## src/sfrpx_pkg.sv

```systemverilog
// Constants and types for the special-function-register page decoder
// Assumes a single core clock with synchronous active-low reset
// How it works
// RULE1: XRAM page register bits 7:4 read zero; writes to them are dropped.
// RULE2: Eight-bit external move takes its high address byte from the XRAM page register.
// RULE3: Only the four page bits feed the high byte; sixteen pages exist.
// RULE4: XRAM page register lives at 0xAA on page 0x0, reset to zero.
// RULE5: Direct accesses to 0x80..0xFF go to register space, not internal RAM.
// RULE6: Addresses with low nibble 0x0 or 0x8 allow bit access; others byte only.
// RULE7: Software must not touch unoccupied register locations.
// RULE8: Each register address is qualified by the current page select value.
// RULE9: Accesses target page 0x0 unless software selects another page.
// RULE10: Core registers, page select included, decode the same on every page.
// RULE11: With page 0xF selected, page-0xF registers replace page-0x0 ones.
// RULE12: Software saves interrupt enable, disables, uses page 0xF, then restores.
// RULE13: Eight-bit external move takes its low address byte from R0 or R1.
// RULE14: Sixteen-bit external move uses the data pointer, ignoring the page register.
// RULE15: Indirect accesses above 0x7F reach upper internal RAM, never registers.
// RULE16: Page select sits at 0xA7 on all pages, eight bits, resets to zero.
// RULE17: A page-select write applies to the very next register access.
// RULE18: Unmapped locations read zero and ignore writes.
package sfrpx_pkg;

  localparam logic [7:0] SFRPX_SFR_BASE = 8'h80;
  localparam logic [7:0] SFRPX_ADDR_PAGE_SEL = 8'hA7;
  localparam logic [7:0] SFRPX_ADDR_XRAM_PAGE = 8'hAA;
  localparam logic [7:0] SFRPX_PAGE_DEFAULT = 8'h00;
  localparam logic [7:0] SFRPX_PAGE_EXTRA = 8'h0F;
  localparam logic [7:0] SFRPX_PAGE_SEL_RESET = 8'h00;
  localparam logic [7:0] SFRPX_XRAM_PAGE_RESET = 8'h00;
  localparam int SFRPX_XRAM_FIELD_MSB = 3;
  localparam logic [3:0] SFRPX_BIT_NIB_A = 4'h0;
  localparam logic [3:0] SFRPX_BIT_NIB_B = 4'h8;

  // Where a direct access lands
  typedef enum logic [1:0] {
    SFRPX_TGT_NONE = 2'b00,
    SFRPX_TGT_ALL = 2'b01,
    SFRPX_TGT_PG0 = 2'b10,
    SFRPX_TGT_PGF = 2'b11
  } sfrpx_tgt_type;

  // Page residency of one address on the two implemented pages
  typedef enum logic [1:0] {
    SFRPX_MAP_NONE = 2'b00,
    SFRPX_MAP_ALL = 2'b01,
    SFRPX_MAP_P0 = 2'b10,
    SFRPX_MAP_BOTH = 2'b11
  } sfrpx_map_type;

endpackage

```

## src/sfrpx_map.sv

```systemverilog
// Page-map lookup: classifies a register address on page 0x0 and page 0xF
// Assumes address already known to lie in 0x80..0xFF
`timescale 1ns/1ps
module sfrpx_map (
  // Lookup
  input wire logic [7:0] addr_i,
  output logic common_o,
  output logic on_pg0_o,
  output logic on_pgf_o
);
  import sfrpx_pkg::*;

  always_comb begin
    common_o = 1'b0;
    on_pg0_o = 1'b1;
    on_pgf_o = 1'b0;
    // Registers present identically on every page
    unique case (addr_i)
      8'h80, 8'h81, 8'h82, 8'h83, 8'h87, 8'h90, 8'hA0, 8'hA7, 8'hA8, 8'hA9,
      8'hD0, 8'hE0, 8'hE6, 8'hE7, 8'hF0: begin
        common_o = 1'b1; // [RULE10]
      end
      default: begin
      end
    endcase
    // Registers present on page 0xF; these addresses also decode on page 0x0
    unique case (addr_i)
      8'h85, 8'h86, 8'h91, 8'h92, 8'h93, 8'h95, 8'h96, 8'h97, 8'hA4, 8'hA5,
      8'hA6, 8'hBA, 8'hBD, 8'hF6, 8'hF7: begin
        on_pgf_o = 1'b1; // [RULE11]
      end
      default: begin
      end
    endcase
    // Holes on page 0x0
    unique case (addr_i)
      8'hAB, 8'hAF, 8'hB4, 8'hE5: begin
        on_pg0_o = 1'b0; // [RULE18]
      end
      default: begin
      end
    endcase
  end

endmodule // sfrpx_map

```

## src/sfrpx_top.sv

```systemverilog
// Register-page decoder with page select and XRAM page register
// Assumes the core drives one access per cycle, synchronous to CLOCK_I
`timescale 1ns/1ps
module sfrpx_top (
  // Clock and reset
  input wire logic CLOCK_I,
  input wire logic RST_N_I,
  // Data-memory access from the core
  input wire logic ACC_VALID_I,
  input wire logic ACC_DIRECT_I,
  input wire logic ACC_WRITE_I,
  input wire logic ACC_BIT_I,
  input wire logic [7:0] ACC_ADDR_I,
  input wire logic [7:0] ACC_WDATA_I,
  // Decode results
  output logic SFR_SEL_O,
  output logic IRAM_SEL_O,
  output logic [1:0] SFR_TARGET_O,
  output logic [7:0] SFR_PAGE_O,
  output logic BIT_OK_O,
  output logic [7:0] RDATA_O,
  output logic RDATA_HIT_O,
  // External move
  input wire logic XMOVE_SHORT_I,
  input wire logic XMOVE_USE_R1_I,
  input wire logic [7:0] XMOVE_R0_I,
  input wire logic [7:0] XMOVE_R1_I,
  input wire logic [15:0] XMOVE_DATA_POINTER_I,
  output logic [15:0] XMOVE_ADDR_O
);
  import sfrpx_pkg::*;

  ////////////////////////////////////////////////////////////////////////
  // Decode
  logic in_sfr;
  logic common;
  logic on_pg0;
  logic on_pgf;
  logic [7:0] page_sel_reg;
  logic [7:0] page_sel_next;
  logic [3:0] xram_page_reg;
  logic [3:0] xram_page_next;
  logic [7:0] rdata_reg;
  logic [7:0] rdata_next;
  logic hit_reg;
  logic hit_next;
  logic [7:0] xindex;
  sfrpx_tgt_type tgt;

  assign in_sfr = ACC_VALID_I && ACC_DIRECT_I && ACC_ADDR_I[7]; // [RULE5] [RULE15]

  sfrpx_map u_map (
    .addr_i(ACC_ADDR_I),
    .common_o(common),
    .on_pg0_o(on_pg0),
    .on_pgf_o(on_pgf)
  );

  // Live page value in the decode path is the register itself
  always_comb begin
    tgt = SFRPX_TGT_NONE;
    if (in_sfr) begin
      if (common) begin
        tgt = SFRPX_TGT_ALL; // [RULE10] [RULE16]
      end else if (page_sel_reg == SFRPX_PAGE_EXTRA) begin
        if (on_pgf) begin
          tgt = SFRPX_TGT_PGF; // [RULE8] [RULE11]
        end
      end else if (page_sel_reg == SFRPX_PAGE_DEFAULT) begin
        if (on_pg0) begin
          tgt = SFRPX_TGT_PG0; // [RULE9]
        end
      end
    end
  end

  assign SFR_SEL_O = in_sfr;
  assign IRAM_SEL_O = ACC_VALID_I && !in_sfr; // [RULE15]
  assign SFR_TARGET_O = tgt;
  assign SFR_PAGE_O = page_sel_reg;
  assign BIT_OK_O = in_sfr && (ACC_ADDR_I[3:0] == SFRPX_BIT_NIB_A
    || ACC_ADDR_I[3:0] == SFRPX_BIT_NIB_B); // [RULE6]

  ////////////////////////////////////////////////////////////////////////
  // Registers
  always_comb begin
    page_sel_next = page_sel_reg;
    xram_page_next = xram_page_reg;
    rdata_next = 8'h00;
    hit_next = 1'b0;
    if (in_sfr && ACC_WRITE_I && !ACC_BIT_I) begin
      if (ACC_ADDR_I == SFRPX_ADDR_PAGE_SEL) begin
        page_sel_next = ACC_WDATA_I; // [RULE16] [RULE17]
      end else if (ACC_ADDR_I == SFRPX_ADDR_XRAM_PAGE && tgt == SFRPX_TGT_PG0) begin
        xram_page_next = ACC_WDATA_I[SFRPX_XRAM_FIELD_MSB:0]; // [RULE1] [RULE4]
      end
    end else if (in_sfr && !ACC_WRITE_I) begin
      if (ACC_ADDR_I == SFRPX_ADDR_PAGE_SEL) begin
        rdata_next = page_sel_reg;
        hit_next = 1'b1;
      end else if (ACC_ADDR_I == SFRPX_ADDR_XRAM_PAGE && tgt == SFRPX_TGT_PG0) begin
        rdata_next = {4'h0, xram_page_reg}; // [RULE1]
        hit_next = 1'b1;
      end
      // Anything else in this block reads zero [RULE18]
    end
  end

  always_ff @(posedge CLOCK_I) begin
    if (!RST_N_I) begin
      page_sel_reg <= SFRPX_PAGE_SEL_RESET; // [RULE16]
      xram_page_reg <= SFRPX_XRAM_PAGE_RESET[SFRPX_XRAM_FIELD_MSB:0]; // [RULE4]
      rdata_reg <= 8'h00;
      hit_reg <= 1'b0;
    end else begin
      page_sel_reg <= page_sel_next;
      xram_page_reg <= xram_page_next;
      rdata_reg <= rdata_next;
      hit_reg <= hit_next;
    end
  end

  assign RDATA_O = rdata_reg;
  assign RDATA_HIT_O = hit_reg;

  ////////////////////////////////////////////////////////////////////////
  // External move address
  assign xindex = XMOVE_USE_R1_I ? XMOVE_R1_I : XMOVE_R0_I; // [RULE13]

  sfrpx_xaddr u_xaddr (
    .short_form_i(XMOVE_SHORT_I),
    .index_i(xindex),
    .data_pointer_i(XMOVE_DATA_POINTER_I),
    .xram_page_field_i(xram_page_reg),
    .addr_o(XMOVE_ADDR_O)
  );
endmodule // sfrpx_top

```

## src/sfrpx_xaddr.sv

```systemverilog
// External-move address former
// Assumes index and pointer values come straight from the core
`timescale 1ns/1ps
module sfrpx_xaddr (
  // Move request
  input wire logic short_form_i,
  input wire logic [7:0] index_i,
  input wire logic [15:0] data_pointer_i,
  input wire logic [3:0] xram_page_field_i,
  // Address
  output logic [15:0] addr_o
);
  import sfrpx_pkg::*;

  always_comb begin
    if (short_form_i) begin
      addr_o = {4'h0, xram_page_field_i, index_i}; // [RULE2] [RULE3] [RULE13]
    end else begin
      addr_o = data_pointer_i; // [RULE14]
    end
  end

endmodule // sfrpx_xaddr

```

## config.mk

```make
export PLATFORM = sky130hd
export DESIGN_NAME = sfrpx_top
export DESIGN_NICKNAME = d
export VERILOG_FILES = /design/src/sfrpx_pkg.sv /design/src/sfrpx_map.sv /design/src/sfrpx_top.sv /design/src/sfrpx_xaddr.sv
export SDC_FILE = /design/constraint.sdc
export NUM_CORES = 1
export LEC_CHECK = 0
export ABC_CLOCK_PERIOD_IN_PS = 1990
export BUFFER_PORTS_ARGS = -buffer_cell sky130_fd_sc_hd__buf_2
export CAP_MARGIN = 5
export CORE_ASPECT_RATIO = 0.6
export CORE_UTILIZATION = 38
export CTS_CLUSTER_DIAMETER = 80
export DETAILED_ROUTE_END_ITERATION = 8
export PLACE_DENSITY = 0.88
export SLEW_MARGIN = 15
export SYNTH_ARGS = -nofsm -noshare
export SYNTH_HDL_FRONTEND = slang
export SYNTH_SLANG_ARGS = --single-unit
export TNS_END_PERCENT = 20
```

## constraint.sdc

```tcl
create_clock -name CLOCK_I -period 1.99 [get_ports CLOCK_I]
set_clock_uncertainty 0.2 [all_clocks]
set_input_delay 0.0995 -clock CLOCK_I [delete_from_list [all_inputs] [get_ports CLOCK_I]]
set_output_delay 0.0995 -clock CLOCK_I [all_outputs]
set_load 0.05 [all_outputs]
```

==> run_results.csv, run 1 <==
group,metric,value,unit
clock_tree,clk_latency,0.26,ns
clock_tree,cts.sinks,21,
drt,drc,0,
power_and_ir_drop,ir_drop,0.000395,V
drt,post_drt_wl_per_cell,13.8,microns
placed_design,port_buffers,93,
timing,worstMarginPinSlew,0.388,ns
global_routing,grt_pass1_vias,1467,
logic_synthesis,synth_fp_nets,213,
worst_setup_path,critPathKind,"reg -> out",
drt,drtIter0Drc,89,
run_status,outcome,"complete, but fails checks",
logic_synthesis,ys_seq_elements,21,
floorplanning,die_y,49.7,microns
timing,maxSlewHeadroom,0.742,
logic_synthesis,synth_async_sr_flop_share,0,
floorplanning,io_pins,94,
layout,fillers,267,
worst_setup_path,regToRegSetupSlack,-0.18,ns
logic_synthesis,synth_compound_area_frac,0.178,
logic_synthesis,muxShareOfSynthArea,0.178,
worst_hold_path,hp-class,"in -> reg",
timing,fin_crit_sh,1.15,
global_routing,grt_util_all_layers,0.228,
run_status,violations,"setup timing",
drt,dr_total_vias,1595,
timing,min_period,2.30,ns
layout,n_antenna_cell,0,
clock_tree,tritoncts,"built",
clock_tree,cts_htree_levels,1,
logic_synthesis,yosysSeqAreaShare,0.292,
floorplanning,fp.dieW,81.4,microns
worst_setup_path,arrival,2.00,ns
logic_synthesis,yosys.area_share.simple,0.317,
global_routing,grt_max_degree,25,
clock_tree,clk_pin_slew_worst_paths,0.07,ns
placed_design,place_area,2110,sq um
drt,drt_wl_total,4350,microns
clock_tree,cts_buffers,3,
global_routing,antenna_found_initial,0,
flow_run,max-cap-violations,0,
layout,fin_cells,316,
global_routing,grt_pass1_wl,6980,microns
drt,first_pass_iters,4,
layout,drive_above_1_share,0.542,
layout,nets,328,
drt,vias_per_cell,5.05,
logic_synthesis,yosysWarnings,0,
power_and_ir_drop,power_density,441,nW/um^2
placed_design,placed_cells,302,
timing,layout_setup_ws,-0.306,ns
timing,setup_viol,11,
placed_design,dp_hpwl,3530,microns
logic_synthesis,netlist_area,1440,sq um
timing,rsz0062_at_grt,"true",
power_and_ir_drop,power_leakage,1.12,nW
timing,slew_violations,0,
clock_tree,cts.path.max_buffers,2,
logic_synthesis,syn_inst,157,
layout,synthToLayoutAreaGrowth,57.9,%
worst_setup_path,cp.required,1.69,ns
clock_tree,cts_root_buf,"clkbuf_8",
floorplanning,die_area,4040,sq um
logic_synthesis,synth-edff-count,0,
logic_synthesis,synth_top_family_by_area,"simple AND/OR/NAND/NOR gates",
logic_synthesis,ys.flop_type,"dfxtp_1",
floorplanning,core.rowCount,16,
layout,design_area,2270,sq um
timing,max_freq,436,MHz
placed_design,gp_congestion,0.934,
floorplanning,core-area,3420,sq um
worst_setup_path,end_kind,"output pin",
timing,hold_viol_final,0,
drt,ant_nets,0,
logic_synthesis,yosysUniqueCellTypes,46,
global_routing,grt-ovfl-total,0,
worst_setup_path,start_kind,"register",
logic_synthesis,synthAdderAreaFrac,0,
floorplanning,start_util,0.420,
logic_synthesis,synth_xor_area_frac,0,
worst_setup_path,worst-path-max-fanout,3,
logic_synthesis,avgSynthCellArea,9.16,sq um
[power breakdown]
group / internal [W] / switching, W / leakage [nW]
combinational: 0.000126 / 0.000191 / 0.919
clock: 0.000139 / 0.000130 / 0.0255
sequential: 0.000416 / 0.0000000213 / 0.174
total: 0.000681 / 0.000321 / 1.12
[repair_timing]
action                                 CTS  global route
setup endpoints to repair               11            11
pin swaps                                3             8
endpoints found under the hold margin   12             0
buffers inserted                         0             2
hold buffers                             8             0
gates resized for setup                  4             1
[routing by layer]
layer	track usage	up-vias	routed length, microns
met1	0.310	707	2040
li1	-	803	-
met5	0	-	0
met4	0.0446	0	13
met2	0.382	83	1990
met3	0.0333	2	307
[Yosys cell counts (2+ instances only)]
cell type | count | share of area
nor2_1 | 10 | 0.026
nand2_1 | 10 | 0.026
and2_1 | 5 | 0.022
a22o_1 | 4 | 0.024
nand3_1 | 2 | 0.0070
nor4b_1 | 2 | 0.012
nor3_1 | 4 | 0.014
a211oi_2 | 2 | 0.017
a211oi_1 | 2 | 0.010
or2_1 | 2 | 0.0087
nor2b_1 | 15 | 0.065
mux2_2 | 5 | 0.039
clkbuf_1 | 9 | 0.023
mux2i_1 | 20 | 0.14
nand4b_1 | 2 | 0.012
a21oi_1 | 8 | 0.028
nand3b_1 | 4 | 0.021
or4_1 | 2 | 0.010
and3_1 | 2 | 0.0087
dfxtp_1 | 21 | 0.29
[worst paths after layout]
check / start / end / depth (start not counted)
min: RST_N_I / SFR_PAGE_O[0] / 2
min reg2reg: xram_page_reg[3] / xram_page_reg[3] / 2
max: SFR_PAGE_O[6] / SFR_TARGET_O[1] / 5
max reg2reg: SFR_PAGE_O[6] / xram_page_reg[0] / 6
[layout by cell type (no fill, tap or decap), types with 2 or more instances in the layout]
| cell | instances |
|---|---|
| or4_4 | 2 |
| nand4b_1 | 2 |
| nand3b_1 | 4 |
| dfxtp_4 | 3 |
| nor3_1 | 4 |
| clkbuf_8 | 3 |
| buf_4 | 20 |
| nand2_1 | 10 |
| mux2_2 | 5 |
| a21oi_1 | 8 |
| dfxtp_2 | 5 |
| and2_1 | 5 |
| nor2b_1 | 15 |
| dlygate4sd3_1 | 8 |
| nand3_1 | 2 |
| a211oi_4 | 3 |
| and3_1 | 2 |
| or2_1 | 2 |
| dfxtp_1 | 13 |
| mux2i_1 | 20 |
| nor2_1 | 10 |
| a22o_1 | 4 |
| buf_2 | 91 |
[cells by family (layout without fill, tap and decap cells)]
family / Yosys count / in the layout
simple gates: 71 / 71
compound gates: 28 / 28
mux: 25 / 25
flops: 21 / 21
buf+inv: 12 / 126
[per-stage QoR]
stage	hold WS (ns)	power [W]	worst slack, ns	TNS (ns)	util
4_1_cts	0.00590	0.00100	-0.329	-1.21	0.658
2_1_floorplan	0.0416	0.000615	-0.181	-0.272	-
3_3_place_gp	0.159	0.000720	-0.0515	-0.121	0.616
6_report	0.00657	0.00100	-0.306	-1.82	0.664
3_5_place_dp	0.159	0.000724	-0.107	-0.705	0.616
5_1_grt	0.00919	0.00105	-0.360	-2.52	0.664
[final cells by class]
type / count / area (sq um) / share of cell area
inverter: 1 / 3.75 / 0.00165
timing repair buffer: 121 / 717 / 0.316
sequential: 21 / 438 / 0.193
clock inverter: 1 / 5.00 / 0.00220
multi-input combinational: 124 / 1010 / 0.445
tap: 45 / 56.3 / 0.0248
clock buffer: 3 / 41.3 / 0.0182
[worst max-delay path, cell delays in order, from the launching register on]
cell      delay (ns)
dfxtp_2         0.32
or4_4           0.58
nor2_4          0.20
a32oi_4         0.16
a211oi_4        0.28
buf_6           0.19
No activity file was read; power rests on OpenSTA's default activity.
==> run 2, diff against run 1 <==
Settings changed: PLACE_DENSITY 0.88 to unset, PLACE_DENSITY_LB_ADDON set to 0.08.
==> run 2 against run 1 <==
Compared with the run above: the run still ends with setup timing left; register-to-register slack improved by 0.13 ns; via count is 2.2% lower; setup slack improved by 0.027 ns; design area fell by 0.22%; maximum frequency rose by 1.2%; power shrank 0.13%; critical endpoint unchanged; largest power group unchanged; highest routed layer unchanged.
==> run_results.csv, run 2 (synthesis gave the netlist of run 1 again) <==
group,metric,value,unit
power_and_ir_drop,switching_share,0.321,
drt,drt_wl_total,4330,microns
clock_tree,clk_latency,0.26,ns
run_status,outcome,"complete, but fails checks",
timing,hold_viol_final,0,
global_routing,grt_pass1_wl,7010,microns
timing,layout_setup_ws,-0.279,ns
worst_setup_path,critPathKind,"reg -> out",
floorplanning,core-area,3420,sq um
flow_run,max-cap-violations,0,
power_and_ir_drop,power_leakage,1.12,nW
layout,nets,328,
timing,worstMarginPinSlew,0.380,ns
drt,drtIter0Drc,118,
placed_design,dp_hpwl,3440,microns
drt,first_pass_iters,4,
timing,max_freq,441,MHz
layout,synthToLayoutAreaGrowth,57.6,%
global_routing,grt_max_degree,25,
run_status,violations,"setup timing",
power_and_ir_drop,power,0.00100,W
placed_design,port_buffers,93,
clock_tree,cts.path.max_buffers,2,
layout,fin_cells,316,
timing,slew_violations,0,
floorplanning,io_pins,94,
clock_tree,tritoncts,"built",
worst_setup_path,end_kind,"output pin",
drt,dr_total_vias,1560,
layout,final_cell_mix,"buf_2 (91), mux2i_1 (20), buf_4 (20), nor2b_1 (15), dfxtp_1 (13)",
clock_tree,cts_root_buf,"clkbuf_8",
power_and_ir_drop,p_switching,0.000321,W
drt,vias_per_cell,4.94,
global_routing,grt_util_all_layers,0.228,
global_routing,grt-ovfl-total,0,
worst_setup_path,arrival,1.97,ns
power_and_ir_drop,ir_drop,0.000254,V
clock_tree,clk_pin_slew_worst_paths,0.07,ns
clock_tree,cts_buffers,3,
floorplanning,die_y,49.7,microns
timing,fin_crit_sh,1.14,
floorplanning,start_util,0.420,
placed_design,place_area,2100,sq um
layout,final_common_cell,"buf_2",
timing,setup_viol,11,
placed_design,placed_cells,303,
drt,post_drt_wl_per_cell,13.7,microns
power_and_ir_drop,clkPwrFrac,0.270,
power_and_ir_drop,power_density,441,nW/um^2
global_routing,antenna_found_initial,0,
timing,min_period,2.27,ns
timing,maxSlewHeadroom,0.745,
global_routing,grt_pass1_vias,1403,
clock_tree,cts_htree_levels,1,
floorplanning,core.rowCount,16,
clock_tree,cts.sinks,21,
worst_hold_path,hp-class,"in -> reg",
drt,drc,0,
worst_setup_path,regToRegSetupSlack,-0.05,ns
power_and_ir_drop,internal-power,0.000679,W
placed_design,gp_congestion,0.908,
floorplanning,fp.dieW,81.4,microns
worst_setup_path,worst-path-max-fanout,3,
layout,design_area,2270,sq um
worst_setup_path,start_kind,"register",
power_and_ir_drop,power_frac_comb,0.315,
worst_setup_path,cp.required,1.69,ns
power_and_ir_drop,pwr-share-seq,0.415,
drt,ant_nets,0,
layout,drive_above_1_share,0.546,
placed_design,pre_cts_ws,-0.0822,ns
layout,n_antenna_cell,0,
floorplanning,die_area,4040,sq um
timing,rsz0062_at_grt,"true",
run 2: worst max-delay path, stage by stage, from the launching register on:
cell and delay [ns]:
dfxtp_4 0.34, or4_4 0.58, a211oi_4 0.22, a32oi_4 0.12, a211oi_4 0.26, buf_6 0.19
run 2: routing by layer:
| layer | up-vias | wire, microns | GRT usage |
|---|---|---|---|
| li1 | 799 | - | - |
| met1 | 677 | 2230 | 0.358 |
| met2 | 82 | 1660 | 0.299 |
| met3 | 2 | 422 | 0.0759 |
| met4 | 0 | 17 | 0.0268 |
| met5 | - | 0 | 0 |
run 2: power by group through the flow:
| stage | logic [W] | registers [W] | clock network (W) |
|---|---|---|---|
| 3_3_place_gp | 0.000298 | 0.000426 | 0 |
| 4_1_cts | 0.000312 | 0.000416 | 0.000279 |
| 6_report | 0.000315 | 0.000416 | 0.000270 |
| 5_1_grt | 0.000338 | 0.000416 | 0.000302 |
| 2_1_floorplan | 0.000189 | 0.000426 | 0 |
| 3_5_place_dp | 0.000297 | 0.000426 | 0 |
run 2: timing repair:
item                       4_1_cts  5_1_grt
hold endpoints to repair        12        0
cloned                           0        0
hold buffers                     8        0
setup endpoints to repair       11       11
buffers inserted                 1        0
gates resized for setup          5        2
pin swaps                        7        1
run 2: worst paths after layout:
kind	depth (start not counted)	endpoint	from
setup / recovery	5	SFR_TARGET_O[1]	SFR_PAGE_O[4]
setup reg to reg	5	RDATA_O[2]	SFR_PAGE_O[4]
hold reg to reg	2	xram_page_reg[2]	xram_page_reg[2]
hold / removal	2	SFR_PAGE_O[4]	RST_N_I
run 2: through the flow:
step	TNS, ns	util	hold slack [ns]
after global placement	-1.44	0.614	0.159
final	-0.538	0.662	0.0305
after detailed placement	-0.415	0.614	0.161
after global routing	-1.11	0.662	0.0383
after CTS	-0.467	0.659	0.0260
after floorplan	-0.272	-	0.0416
run 2: layout make-up:
class / instances / area (sq um)
fillers: 279 / 1160
multi-input cells: 124 / 1010
repair buffers: 121 / 708
flip-flops and latches: 21 / 438
well taps: 45 / 56.3
clock buffers: 3 / 41.3
clock inverters: 1 / 5.00
inverters: 1 / 3.75
